### config.mk
export PLATFORM = sky130hd
export DESIGN_NAME = supervisor_trap_csr_unit
export DESIGN_NICKNAME = d
export VERILOG_FILES = /design/src/design/supervisor_trap_pkg.sv /design/src/design/supervisor_trap_csr_unit.sv
export SDC_FILE = /design/constraint.sdc
export NUM_CORES = 1
export LEC_CHECK = 0
export BUFFER_PORTS_ARGS = -buffer_cell sky130_fd_sc_hd__buf_2
export CAP_MARGIN = 20
export CORE_MARGIN = 4
export CORE_UTILIZATION = 30
export CTS_BUF_LIST = sky130_fd_sc_hd__clkbuf_8 sky130_fd_sc_hd__clkbuf_16
export DETAILED_ROUTE_END_ITERATION = 10
export SKIP_LAST_GASP = 1
export SLEW_MARGIN = 20
export SYNTH_ARGS = -nofsm -noshare
export SYNTH_HDL_FRONTEND = slang
export SYNTH_SLANG_ARGS = --single-unit
### constraint.sdc
create_clock -name i_clk -period 3.55 [get_ports i_clk]
set_input_delay 0.5325 -clock i_clk [delete_from_list [all_inputs] [get_ports i_clk]]
set_output_delay 0.5325 -clock i_clk [all_outputs]
set_load 0.005 [all_outputs]
### src/design/supervisor_trap_pkg.sv
// Constants, field layouts and carrier types of the supervisor trap unit.
// Assumes a 32-bit hart and a CSR port indexed by the CSR_* indices below.
package supervisor_trap_pkg;
    localparam int XLEN = 32;
    localparam int CODE_W = 4;

    // CSR port indices
    localparam logic [2:0] CSR_STATUS  = 3'h0;
    localparam logic [2:0] CSR_IRQ_EN  = 3'h1;
    localparam logic [2:0] CSR_TVEC    = 3'h2;
    localparam logic [2:0] CSR_SCRATCH = 3'h3;
    localparam logic [2:0] CSR_EPC     = 3'h4;
    localparam logic [2:0] CSR_CAUSE   = 3'h5;
    localparam logic [2:0] CSR_BADADDR = 3'h6;
    localparam logic [2:0] CSR_IRQ_PND = 3'h7;

    // Interrupt pending and enable bit positions
    localparam int BIT_USW = 0;
    localparam int BIT_SSW = 1;
    localparam int BIT_UTM = 4;
    localparam int BIT_STM = 5;
    localparam int BIT_UEX = 8;
    localparam int BIT_SEX = 9;
    localparam logic [31:0] IRQ_ALL_MASK = 32'h0000_0333;
    localparam logic [31:0] IRQ_SUP_MASK = 32'h0000_0222;

    // Status subset bit positions
    localparam int ST_UIE  = 0;
    localparam int ST_SIE  = 1;
    localparam int ST_UPIE = 4;
    localparam int ST_SUP_PREV_IRQ_EN = 5;
    localparam int ST_SPP  = 8;
    localparam int ST_PUM  = 18;

    localparam int CAUSE_IRQ_BIT = XLEN - 1;
    localparam logic [31:0] RST_WORD = 32'h0000_0000;

    // Interrupt cause codes
    localparam logic [3:0] IRQ_USW = 4'h0;
    localparam logic [3:0] IRQ_SSW = 4'h1;
    localparam logic [3:0] IRQ_UTM = 4'h4;
    localparam logic [3:0] IRQ_STM = 4'h5;
    localparam logic [3:0] IRQ_UEX = 4'h8;
    localparam logic [3:0] IRQ_SEX = 4'h9;
    // Exception cause codes
    localparam logic [3:0] EXC_FETCH_MISALIGN = 4'h0;
    localparam logic [3:0] EXC_FETCH_FAULT    = 4'h1;
    localparam logic [3:0] EXC_ILLEGAL        = 4'h2;
    localparam logic [3:0] EXC_BREAKPOINT     = 4'h3;
    localparam logic [3:0] EXC_LOAD_FAULT     = 4'h5;
    localparam logic [3:0] EXC_AMO_MISALIGN   = 4'h6;
    localparam logic [3:0] EXC_STORE_FAULT    = 4'h7;
    localparam logic [3:0] EXC_ECALL          = 4'h8;

    typedef struct packed {
        logic              valid;
        logic              is_irq;
        logic [CODE_W-1:0] code;
        logic [XLEN-1:0]   pc;
        logic [XLEN-1:0]   badaddr;
    } trap_req_t;

    typedef struct packed {
        logic            we;
        logic            re;
        logic [2:0]      addr;
        logic [XLEN-1:0] wdata;
    } csr_req_t;
endpackage : supervisor_trap_pkg

### src/design/supervisor_trap_csr_unit.sv
// Supervisor trap and interrupt CSR state for one hart, with its vectoring,
// interrupt arbitration and user-page protection check.
// Assumes the pipeline presents one trap at a time and holds the hart's mode.
`timescale 1ns/100ps

module supervisor_trap_csr_unit #(
    parameter bit USER_IRQ   = 1'b1,
    parameter bit HALF_ALIGN = 1'b1
) (
    input  wire logic                             i_clk,
    input  wire logic                             i_rst,
    input  wire supervisor_trap_pkg::csr_req_t    i_csr,
    output logic [supervisor_trap_pkg::XLEN-1:0]  o_csr_rdata,
    output logic                                  o_csr_rvalid,
    input  wire logic                             i_priv_sup,
    input  wire supervisor_trap_pkg::trap_req_t   i_trap,
    output logic                                  o_redirect_valid,
    output logic [supervisor_trap_pkg::XLEN-1:0]  o_redirect_pc,
    input  wire logic                             i_sw_irq_set,
    input  wire logic                             i_sup_timer_irq,
    input  wire logic                             i_sup_ext_irq,
    input  wire logic                             i_user_timer_irq,
    input  wire logic                             i_user_ext_irq,
    output logic                                  o_irq_req,
    output logic [supervisor_trap_pkg::CODE_W-1:0] o_irq_code,
    input  wire logic                             i_mem_valid,
    input  wire logic                             i_mem_user_page,
    output logic                                  o_mem_fault
);
    localparam logic [31:0] IMPL_MASK = USER_IRQ ? supervisor_trap_pkg::IRQ_ALL_MASK
                                                 : supervisor_trap_pkg::IRQ_SUP_MASK;
    localparam logic [31:0] EPC_MASK  = HALF_ALIGN ? 32'hFFFF_FFFE : 32'hFFFF_FFFC;
    localparam logic [31:0] TVEC_MASK = 32'hFFFF_FFFC;

    logic [31:0] irq_en_q;
    logic [1:0]  sw_pend_q;
    logic [3:0]  hw_pend_q;
    logic        sie_q, uie_q, sup_prev_irq_en_q, upie_q, spp_q, pum_q;
    logic [31:0] tvec_q, scratch_q, epc_q, badaddr_q;
    logic        cause_irq_q;
    logic [3:0]  cause_code_q;
    logic [31:0] rdata_q;
    logic        rvalid_q;
    logic        redir_q;
    logic [31:0] redir_pc_q;
    logic        irq_req_q;
    logic [3:0]  irq_code_q;
    logic        mem_fault_q;

    logic [31:0] pend_vec;
    logic [31:0] active;
    logic        glob_sup;
    logic        glob_user;
    logic        irq_any_d;
    logic [3:0]  irq_code_d;
    logic        wr_status, wr_en, wr_tvec, wr_scratch;
    logic        wr_epc, wr_cause, wr_badaddr, wr_pend;
    logic        addr_trap;

    assign wr_status  = i_csr.we && i_csr.addr == supervisor_trap_pkg::CSR_STATUS;
    assign wr_en      = i_csr.we && i_csr.addr == supervisor_trap_pkg::CSR_IRQ_EN;
    assign wr_tvec    = i_csr.we && i_csr.addr == supervisor_trap_pkg::CSR_TVEC;
    assign wr_scratch = i_csr.we && i_csr.addr == supervisor_trap_pkg::CSR_SCRATCH;
    assign wr_epc     = i_csr.we && i_csr.addr == supervisor_trap_pkg::CSR_EPC;
    assign wr_cause   = i_csr.we && i_csr.addr == supervisor_trap_pkg::CSR_CAUSE;
    assign wr_badaddr = i_csr.we && i_csr.addr == supervisor_trap_pkg::CSR_BADADDR;
    assign wr_pend    = i_csr.we && i_csr.addr == supervisor_trap_pkg::CSR_IRQ_PND;

    // Only supported codes survive a software write
    function automatic logic code_legal(input logic irq, input logic [3:0] code);
        if (irq) begin
            code_legal = code == supervisor_trap_pkg::IRQ_USW || code == supervisor_trap_pkg::IRQ_SSW ||
                         code == supervisor_trap_pkg::IRQ_UTM || code == supervisor_trap_pkg::IRQ_STM ||
                         code == supervisor_trap_pkg::IRQ_UEX || code == supervisor_trap_pkg::IRQ_SEX;
        end else begin
            code_legal = code <= supervisor_trap_pkg::EXC_ECALL &&
                         code != 4'h4;
        end
    endfunction : code_legal

    // Which exceptions carry a faulting address
    assign addr_trap = !i_trap.is_irq &&
                       (i_trap.code == supervisor_trap_pkg::EXC_FETCH_MISALIGN ||
                        i_trap.code == supervisor_trap_pkg::EXC_FETCH_FAULT ||
                        i_trap.code == supervisor_trap_pkg::EXC_BREAKPOINT ||
                        i_trap.code == supervisor_trap_pkg::EXC_LOAD_FAULT ||
                        i_trap.code == supervisor_trap_pkg::EXC_AMO_MISALIGN ||
                        i_trap.code == supervisor_trap_pkg::EXC_STORE_FAULT);

    // Pending view; hardwired bits fall away through the implementation mask
    always_comb begin
        pend_vec = supervisor_trap_pkg::RST_WORD;
        pend_vec[supervisor_trap_pkg::BIT_USW] = sw_pend_q[0];
        pend_vec[supervisor_trap_pkg::BIT_SSW] = sw_pend_q[1];
        pend_vec[supervisor_trap_pkg::BIT_UTM] = hw_pend_q[0];
        pend_vec[supervisor_trap_pkg::BIT_STM] = hw_pend_q[1];
        pend_vec[supervisor_trap_pkg::BIT_UEX] = hw_pend_q[2];
        pend_vec[supervisor_trap_pkg::BIT_SEX] = hw_pend_q[3];
        pend_vec = pend_vec & IMPL_MASK;
    end

    assign active    = pend_vec & irq_en_q;
    assign glob_sup  = !i_priv_sup || sie_q;
    assign glob_user = !i_priv_sup && uie_q;

    // Supervisor sources first, then user; external over software over timer
    always_comb begin
        irq_any_d  = 1'b0;
        irq_code_d = supervisor_trap_pkg::IRQ_USW;
        if (glob_sup && active[supervisor_trap_pkg::BIT_SEX]) begin
            irq_any_d  = 1'b1;
            irq_code_d = supervisor_trap_pkg::IRQ_SEX;
        end else if (glob_sup && active[supervisor_trap_pkg::BIT_SSW]) begin
            irq_any_d  = 1'b1;
            irq_code_d = supervisor_trap_pkg::IRQ_SSW;
        end else if (glob_sup && active[supervisor_trap_pkg::BIT_STM]) begin
            irq_any_d  = 1'b1;
            irq_code_d = supervisor_trap_pkg::IRQ_STM;
        end else if (glob_user && active[supervisor_trap_pkg::BIT_UEX]) begin
            irq_any_d  = 1'b1;
            irq_code_d = supervisor_trap_pkg::IRQ_UEX;
        end else if (glob_user && active[supervisor_trap_pkg::BIT_USW]) begin
            irq_any_d  = 1'b1;
            irq_code_d = supervisor_trap_pkg::IRQ_USW;
        end else if (glob_user && active[supervisor_trap_pkg::BIT_UTM]) begin
            irq_any_d  = 1'b1;
            irq_code_d = supervisor_trap_pkg::IRQ_UTM;
        end
    end

    // Enable bits are the machine-level storage itself
    always_ff @(posedge i_clk) begin
        if (i_rst) begin
            irq_en_q <= supervisor_trap_pkg::RST_WORD;
        end else if (wr_en) begin
            irq_en_q <= i_csr.wdata & IMPL_MASK;
        end
    end

    // Software pending bits; a remote set wins over a local clear
    always_ff @(posedge i_clk) begin
        if (i_rst) begin
            sw_pend_q <= 2'h0;
        end else begin
            if (wr_pend) begin
                sw_pend_q[1] <= i_csr.wdata[supervisor_trap_pkg::BIT_SSW] || i_sw_irq_set;
                sw_pend_q[0] <= i_csr.wdata[supervisor_trap_pkg::BIT_USW] && USER_IRQ;
            end else if (i_sw_irq_set) begin
                sw_pend_q[1] <= 1'b1;
            end
        end
    end

    // Hardware pending bits mirror their sources and ignore writes
    always_ff @(posedge i_clk) begin
        if (i_rst) begin
            hw_pend_q <= 4'h0;
        end else begin
            hw_pend_q <= {i_sup_ext_irq, i_user_ext_irq, i_sup_timer_irq, i_user_timer_irq};
        end
    end

    // Status subset; a trap overrides a same-cycle software write
    always_ff @(posedge i_clk) begin
        if (i_rst) begin
            sie_q  <= 1'b0;
            uie_q  <= 1'b0;
            sup_prev_irq_en_q <= 1'b0;
            upie_q <= 1'b0;
            spp_q  <= 1'b0;
            pum_q  <= 1'b0;
        end else if (i_trap.valid) begin
            sup_prev_irq_en_q <= i_priv_sup ? sie_q : uie_q;
            sie_q  <= 1'b0;
            spp_q  <= i_priv_sup;
        end else if (wr_status) begin
            sie_q  <= i_csr.wdata[supervisor_trap_pkg::ST_SIE];
            uie_q  <= i_csr.wdata[supervisor_trap_pkg::ST_UIE] && USER_IRQ;
            sup_prev_irq_en_q <= i_csr.wdata[supervisor_trap_pkg::ST_SUP_PREV_IRQ_EN];
            upie_q <= i_csr.wdata[supervisor_trap_pkg::ST_UPIE] && USER_IRQ;
            spp_q  <= i_csr.wdata[supervisor_trap_pkg::ST_SPP];
            pum_q  <= i_csr.wdata[supervisor_trap_pkg::ST_PUM];
        end
    end

    always_ff @(posedge i_clk) begin
        if (i_rst) begin
            tvec_q <= supervisor_trap_pkg::RST_WORD;
        end else if (wr_tvec) begin
            tvec_q <= i_csr.wdata & TVEC_MASK;
        end
    end

    // No hardware reads the scratch word
    always_ff @(posedge i_clk) begin
        if (i_rst) begin
            scratch_q <= supervisor_trap_pkg::RST_WORD;
        end else if (wr_scratch) begin
            scratch_q <= i_csr.wdata;
        end
    end

    always_ff @(posedge i_clk) begin
        if (i_rst) begin
            epc_q <= supervisor_trap_pkg::RST_WORD;
        end else if (i_trap.valid) begin
            epc_q <= i_trap.pc & EPC_MASK;
        end else if (wr_epc) begin
            epc_q <= i_csr.wdata & EPC_MASK;
        end
    end

    always_ff @(posedge i_clk) begin
        if (i_rst) begin
            cause_irq_q  <= 1'b0;
            cause_code_q <= 4'h0;
        end else if (i_trap.valid) begin
            cause_irq_q  <= i_trap.is_irq;
            cause_code_q <= i_trap.code;
        end else if (wr_cause) begin
            cause_irq_q <= i_csr.wdata[supervisor_trap_pkg::CAUSE_IRQ_BIT];
            // Illegal codes are replaced by the code held before
            if (code_legal(i_csr.wdata[supervisor_trap_pkg::CAUSE_IRQ_BIT], i_csr.wdata[3:0])) begin
                cause_code_q <= i_csr.wdata[3:0];
            end
        end
    end

    always_ff @(posedge i_clk) begin
        if (i_rst) begin
            badaddr_q <= supervisor_trap_pkg::RST_WORD;
        end else if (i_trap.valid) begin
            if (addr_trap) begin
                badaddr_q <= i_trap.badaddr;
            end
        end else if (wr_badaddr) begin
            badaddr_q <= i_csr.wdata;
        end
    end

    // Read answer one cycle after the request
    always_ff @(posedge i_clk) begin
        if (i_rst) begin
            rdata_q  <= supervisor_trap_pkg::RST_WORD;
            rvalid_q <= 1'b0;
        end else begin
            rvalid_q <= i_csr.re;
            if (i_csr.re) begin
                unique case (i_csr.addr)
                    supervisor_trap_pkg::CSR_STATUS: begin
                        rdata_q <= (32'(sie_q) << supervisor_trap_pkg::ST_SIE) |
                                   (32'(uie_q) << supervisor_trap_pkg::ST_UIE) |
                                   (32'(sup_prev_irq_en_q) << supervisor_trap_pkg::ST_SUP_PREV_IRQ_EN) |
                                   (32'(upie_q) << supervisor_trap_pkg::ST_UPIE) |
                                   (32'(spp_q) << supervisor_trap_pkg::ST_SPP) |
                                   (32'(pum_q) << supervisor_trap_pkg::ST_PUM);
                    end
                    supervisor_trap_pkg::CSR_IRQ_EN:  rdata_q <= irq_en_q;
                    supervisor_trap_pkg::CSR_TVEC:    rdata_q <= tvec_q;
                    supervisor_trap_pkg::CSR_SCRATCH: rdata_q <= scratch_q;
                    supervisor_trap_pkg::CSR_EPC:     rdata_q <= epc_q;
                    supervisor_trap_pkg::CSR_CAUSE:   rdata_q <= {cause_irq_q, 27'h0, cause_code_q};
                    supervisor_trap_pkg::CSR_BADADDR: rdata_q <= badaddr_q;
                    supervisor_trap_pkg::CSR_IRQ_PND: rdata_q <= pend_vec;
                endcase
            end
        end
    end

    always_ff @(posedge i_clk) begin
        if (i_rst) begin
            redir_q    <= 1'b0;
            redir_pc_q <= supervisor_trap_pkg::RST_WORD;
        end else begin
            redir_q    <= i_trap.valid;
            redir_pc_q <= tvec_q;
        end
    end

    // Request stays low for the cycle after a trap so the handler starts masked
    always_ff @(posedge i_clk) begin
        if (i_rst) begin
            irq_req_q  <= 1'b0;
            irq_code_q <= 4'h0;
        end else begin
            irq_req_q  <= irq_any_d && !i_trap.valid;
            irq_code_q <= irq_code_d;
        end
    end

    always_ff @(posedge i_clk) begin
        if (i_rst) begin
            mem_fault_q <= 1'b0;
        end else begin
            mem_fault_q <= i_mem_valid && i_priv_sup && pum_q && i_mem_user_page;
        end
    end

    assign o_csr_rdata      = rdata_q;
    assign o_csr_rvalid     = rvalid_q;
    assign o_redirect_valid = redir_q;
    assign o_redirect_pc    = redir_pc_q;
    assign o_irq_req        = irq_req_q;
    assign o_irq_code       = irq_code_q;
    assign o_mem_fault      = mem_fault_q;
endmodule : supervisor_trap_csr_unit

### Word-level counts from Yosys, hierarchy flattened

Cells that the tools add are included.

* logic and storage cells: 137
* bits in registers: 218
* input bits: 117

* bitwise gates (word level): 7
* reduce and logical (&&, ||, !) cells: 51
* $lt $le $gt $ge: 1
* mux-type cells: 34
* equal/unequal tests: 19

Operators by type and width (count)
* $pmux W32 S8: 1
* $mux W32: 5
* $mux W4: 7
* $logic_and A1 B1 Y1: 21
* $eq A4 B3 Y1 const B: 5
* $mux W1: 19
* $or A9 B19 Y19: 1
* $eq A3 B3 Y1 const B: 4
* $logic_or A1 B1 Y1: 12
* $reduce_bool A2 Y1: 6
* $and A10 B10 Y10: 1
* $or A6 B9 Y9: 1
* $eq A4 B1 Y1 const B: 2
* $eq A4 B4 Y1 const B: 2
* $logic_not A4 Y1: 2
* $eq A3 B2 Y1 const B: 2
* $mux W3: 2
* $or A2 B6 Y6: 1
* $or A6 B5 Y6: 1
* $reduce_and A2 Y1: 3
* $reduce_or A6 Y1: 1
* $eq A4 B2 Y1 const B: 1
* $le A4 B4 Y1 const B: 1
* $ne A4 B3 Y1 const B: 1
* 8 further kinds: 10

### Longest topological paths before layout

* depth in word-level cells: 13
* mapped depth: 8

### Least setup slack after synthesis

Ideal clock, no wire load.

* path kind: input -> register
* start point: input port i_csr[33] (netlist bit)
* end point: register epc_q[2]
* stages on the path: 6
* slack: 1.818 ns
* arrival: 1.605 ns
* library setup time: 0.128 ns
* cell sequence: buf_6 > and4bb_4 > buf_6 > mux2_2 > mux2i_1 > nor2_1

* longest elaborated chain between the ends: 3

Ends and longest elaborated chain
* start: declaration: line supervisor_trap_csr_unit.sv:12 `input wire supervisor_trap_pkg::csr_req_t i_csr,`
* $eq A3 B3 Y1: line supervisor_trap_csr_unit.sv:64 `assign wr_epc = i_csr.we && i_csr.addr == supervisor_trap_pkg::CSR_EPC;`
* $logic_and A1 B1 Y1: line supervisor_trap_csr_unit.sv:64
* $reduce_bool A2 Y1 (no source line)
* end signal: assignment: line supervisor_trap_csr_unit.sv:205 `epc_q <= supervisor_trap_pkg::RST_WORD;`
* end signal: assignment: line supervisor_trap_csr_unit.sv:207 `epc_q <= i_trap.pc & EPC_MASK;`
* end signal: assignment: line supervisor_trap_csr_unit.sv:209 `epc_q <= i_csr.wdata & EPC_MASK;`
* end: declaration: line supervisor_trap_csr_unit.sv:39 `logic [31:0] tvec_q, scratch_q, epc_q, badaddr_q;`

Every way passes these cells.
A chain may end at the register's enable or synchronous reset.

### Worst setup path after layout

* start point: input port i_csr[33] (netlist bit)
* end point: register rdata_q[8] (netlist: o_csr_rdata[8])

* longest elaborated chain between the ends: 2
* elaborated cells on any way between the ends: 9

Ends and longest elaborated chain
* $eq A3 B3 Y1, or another cell as far along: line supervisor_trap_csr_unit.sv:249 `unique case (i_csr.addr)`
* $pmux W32 S8 (*): line supervisor_trap_csr_unit.sv:249
* end signal: assignment: line supervisor_trap_csr_unit.sv:251 `rdata_q <= (32'(sie_q) << supervisor_trap_pkg::ST_SIE) |`
* end signal: assignment: line supervisor_trap_csr_unit.sv:258 `supervisor_trap_pkg::CSR_IRQ_EN: rdata_q <= irq_en_q;`
* end signal: assignment: line supervisor_trap_csr_unit.sv:259 `supervisor_trap_pkg::CSR_TVEC: rdata_q <= tvec_q;`
* end: declaration: line supervisor_trap_csr_unit.sv:42 `logic [31:0] rdata_q;`

Mark *: on every way between the ends. The rest lies on a longest branch, timed or not.

==> flow_results.xml <==
<?xml version="1.0" encoding="UTF-8"?>
<metrics>
  <group name="worst_hold_path">
    <metric name="hold_start" unit="">i_trap[58]</metric>
    <metric name="min_path_type" unit="">input pin to register</metric>
  </group>
  <group name="critical_path">
    <metric name="end_kind" unit="">register</metric>
    <metric name="critical_path_class" unit="">input pin to register</metric>
    <metric name="path_max_fanout" unit="">23</metric>
    <metric name="setup.worst_path.start_class" unit="">input pin</metric>
    <metric name="arrival" unit="ns">2.74</metric>
    <metric name="cp-startpoint" unit="">i_csr[33]</metric>
    <metric name="timing.critical_path.required" unit="ns">3.94</metric>
    <metric name="crit-reg2reg-launch" unit="">irq_en_q[4]</metric>
  </group>
  <group name="clock_network">
    <metric name="worst_setup_hold_path_clk_slew" unit="ns">0.06</metric>
    <metric name="cts_sinks" unit="">217</metric>
    <metric name="clockBufferDepth" unit="">3</metric>
    <metric name="cts_tree" unit="">yes</metric>
    <metric name="hold_buffers" unit="">0</metric>
    <metric name="htree_num_levels" unit="">1</metric>
    <metric name="post_cts_resized" unit="">0</metric>
    <metric name="cts-buffers-inserted" unit="">26</metric>
    <metric name="clock_network_latency_to_the_later_pin_of_the_worst_skew_pair" unit="ns">0.52</metric>
    <metric name="cts_setup_buffers" unit="">0</metric>
    <metric name="cell_at_the_root_of_the_clock_tree" unit="">sky130_fd_sc_hd__clkbuf_16</metric>
  </group>
  <group name="grt">
    <metric name="wire_length_of_the_first_global_routing_pass" unit="mm">46.3</metric>
    <metric name="number_of_antenna_violations_at_the_first_check_in_global_routing" unit="">4</metric>
    <metric name="overflow" unit="">0</metric>
    <metric name="largest_net_degree_at_the_start_of_global_routing" unit="">97</metric>
    <metric name="globalRouteTotalUtil" unit="%">17.2</metric>
    <metric name="number_of_global_route_vias_before_repair" unit="">7978</metric>
  </group>
  <group name="cells_and_area">
    <metric name="final_cell_mix" unit="">217 x sky130_fd_sc_hd__dfxtp_1, 182 x sky130_fd_sc_hd__buf_2, 139 x sky130_fd_sc_hd__nand2_1, 99 x sky130_fd_sc_hd__mux2i_1, 87 x sky130_fd_sc_hd__nor2_1</metric>
    <metric name="fillers" unit="">3126</metric>
    <metric name="layout-area-overhead-vs-synth" unit="%">20.8</metric>
    <metric name="num-nets-final" unit="">1279</metric>
    <metric name="area_of_combinational_cells_with_multiple_inputs" unit="um2">4490</metric>
    <metric name="layout_commonest_cell" unit="">sky130_fd_sc_hd__dfxtp_1</metric>
    <metric name="antenna_cells" unit="">0</metric>
    <metric name="final_core_utilization" unit="%">36.7</metric>
    <metric name="fraction_of_layout_cells_with_a_size_suffix_above_1" unit="%">25.1</metric>
    <metric name="seq_area" unit="um2">4340</metric>
    <metric name="layout.cell_area.non_filler" unit="um2">11300</metric>
  </group>
  <group name="power">
    <metric name="p_per_area" unit="nW/um2">511</metric>
    <metric name="p_comb_share" unit="%">9.9</metric>
    <metric name="leakage" unit="nW">4.66</metric>
    <metric name="power.share.switching" unit="%">25.0</metric>
    <metric name="p_int" unit="mW">4.32</metric>
    <metric name="irDropWorstVdd" unit="mV">0.311</metric>
    <metric name="share_clk_of_total_power" unit="%">45.2</metric>
    <metric name="seq_power_share" unit="%">44.9</metric>
    <metric name="p_switching" unit="mW">1.44</metric>
  </group>
  <group name="floorplanning">
    <metric name="die_h" unit="um">184</metric>
    <metric name="floorplan.core_area" unit="um2">30700</metric>
    <metric name="boundaryPins" unit="">189</metric>
    <metric name="std_cell_rows" unit="">64</metric>
    <metric name="floorplan.initialDensity" unit="%">30.4</metric>
    <metric name="fp.dieArea" unit="um2">34000</metric>
    <metric name="dieWidth" unit="um">184</metric>
  </group>
  <group name="synthesis">
    <metric name="synth_seq_area_share" unit="%">46.5</metric>
    <metric name="synth-seq-cells" unit="">217</metric>
    <metric name="number_of_distinct_library_cell_variants_in_the_gate_level_netlist_after_synthesis" unit="">61</metric>
    <metric name="post_synth_instance_area" unit="um2">9330</metric>
    <metric name="synth_edf_count" unit="">0</metric>
    <metric name="area_share_of_the_leading_cell_type_in_the_synthesized_netlist" unit="%">46.5</metric>
    <metric name="post_syn_area_per_cell" unit="um2">9.12</metric>
    <metric name="post-synth-top-area-cell" unit="">sky130_fd_sc_hd__dfxtp_1</metric>
    <metric name="synth.yosys.warnings" unit="">0</metric>
    <metric name="synth_async_sr_flop_share" unit="%">0</metric>
    <metric name="synth_flop_cell" unit="">sky130_fd_sc_hd__dfxtp_1</metric>
    <metric name="postSynthCellCount" unit="">1023</metric>
    <metric name="synthTopCellsByArea" unit="">sky130_fd_sc_hd__dfxtp_1 47%, sky130_fd_sc_hd__mux2i_1 11%, sky130_fd_sc_hd__nand2_1 5.6%</metric>
  </group>
  <group name="placed_design">
    <metric name="dpl.hpwl" unit="mm">19.8</metric>
    <metric name="buffer_ports.inserted" unit="">184</metric>
    <metric name="place_congestion" unit="">0.802</metric>
    <metric name="placement.cell_area" unit="um2">10400</metric>
  </group>
  <group name="timing">
    <metric name="fin_crit" unit="ns">2.36</metric>
    <metric name="skew_final" unit="ns">0.00849</metric>
    <metric name="finalMaxSlewViolations" unit="">0</metric>
    <metric name="fmaxAchievable" unit="MHz">424</metric>
    <metric name="timing_hold_violations_final" unit="">0</metric>
    <metric name="finalSetupTns" unit="ns">0</metric>
    <metric name="unrepaired_setup_endpoints_after_global_routing" unit="">false</metric>
    <metric name="finalSetupViolations" unit="">0</metric>
    <metric name="worstMarginPinSlew" unit="ns">0.935</metric>
    <metric name="max-slew-margin-rel" unit="%">37.7</metric>
    <metric name="period_share" unit="%">66.4</metric>
  </group>
  <group name="job">
    <metric name="maxCapViolCount" unit="">0</metric>
  </group>
  <group name="drt">
    <metric name="route.detailed.drc" unit="">0</metric>
    <metric name="detail-route-antenna-nets" unit="">0</metric>
    <metric name="drt-vias-per-instance" unit="">5.08</metric>
    <metric name="length_of_the_first_detailed_routing_pass_in_iterations" unit="">5</metric>
    <metric name="routed_length_per_placed_instance" unit="um">19.3</metric>
    <metric name="wl" unit="mm">30.3</metric>
    <metric name="detailroute.via_count" unit="">8009</metric>
    <metric name="dr.first_iter.drc_count" unit="">571</metric>
  </group>
  <group name="outcome">
    <metric name="run_status" unit="">complete, no violations</metric>
  </group>
</metrics>
==> logic make-up (layout without fill, tap and decap cells) <==
family | after synthesis | in the layout | share of synthesized area, %
buffers and inverters | 101 | 256 | 5.82
DFF | 217 | 217 | 46.5
AOI/OAI and AO/OA | 195 | 195 | 14.0
other | 1 | 3 | 0.0402
muxes | 138 | 138 | 15.3
and+or+nand+nor | 370 | 370 | 18.2
xor gates and xnor gates | 1 | 1 | 0.0939
==> metrics by stage <==
step	worst slack (ns)	cells	power, mW	hold WS (ns)
after floorplan	1.82	1025	2.99	0.431
after global placement	0.810	1530	3.20	0.442
after detailed placement	0.768	1530	3.20	0.448
after CTS	1.32	1576	5.83	0.216
after global routing	1.12	1576	5.99	0.237
final	1.19	1576	5.76	0.239
==> power groups by stage <==
stage               combinational [mW]  sequential (mW)  clock, mW
floorplan                        0.363             2.62          0
global placement                 0.561             2.63          0
detailed placement               0.568             2.64          0
CTS                              0.571             2.58       2.68
global route                     0.627             2.60       2.77
finish                           0.569             2.58       2.61
==> synth_stat cells, drive strengths merged, types with 2 or more instances <==
master   count
a221oi      10
o21ai       25
inv          9
buf         51
nor3        68
and2b        2
nand2      140
dfxtp      217
nor2        89
nand2b       4
clkbuf      41
a21oi       73
a211oi       6
or3          4
nor4         2
o221ai      23
o22ai       36
a22o         4
mux2        39
nand4        2
a311oi       2
o21a         3
mux2i       99
nand3        8
nor2b       44
a2111oi      4
nor4b        2
==> area by class of cell <==
class,instances,share of cell area [%]
clock buffers,29,6.24
clock inverters,17,1.18
inverters,9,0.300
multi-input cells,707,39.9
flip-flops and latches,217,38.5
well taps,396,4.40
repair buffers,201,9.49
==> state kept, by name (all words and copies together) (netlist names), 2 cells and up <==
name and flops:
irq_en_q 6, o_irq_code 3, sw_pend_q 2, badaddr_q 32
o_csr_rdata 32, tvec_q 30, cause_code_q 4, epc_q 31
scratch_q 32, hw_pend_q 4, o_redirect_pc 30
==> worst max-delay path: stages <==
cell and delay (ns):
sky130_fd_sc_hd__buf_2 0.51, sky130_fd_sc_hd__buf_4 0.39, sky130_fd_sc_hd__buf_4 0.37, sky130_fd_sc_hd__mux2i_1 0.32
sky130_fd_sc_hd__a221oi_1 0.13, sky130_fd_sc_hd__a211oi_1 0.33, sky130_fd_sc_hd__o32ai_1 0.15
==> path summary, 6_finish.rpt <==
kind,to,slack (ns),cells after the start
max,o_csr_rdata[8],1.19,7
max reg2reg,o_csr_rdata[4],2.06,4
min,epc_q[26],0.24,3
min reg2reg,scratch_q[8],0.45,2
==> per-layer routing <==
layer,track usage [%],up-vias,share of wire [%]
met5,0,-,0.24
met2,27.2,265,46
met3,3.89,44,7.2
met1,23.8,3815,45
li1,-,3877,-
met4,4.47,8,1.7
No activity file was read; power rests on OpenSTA's default activity.
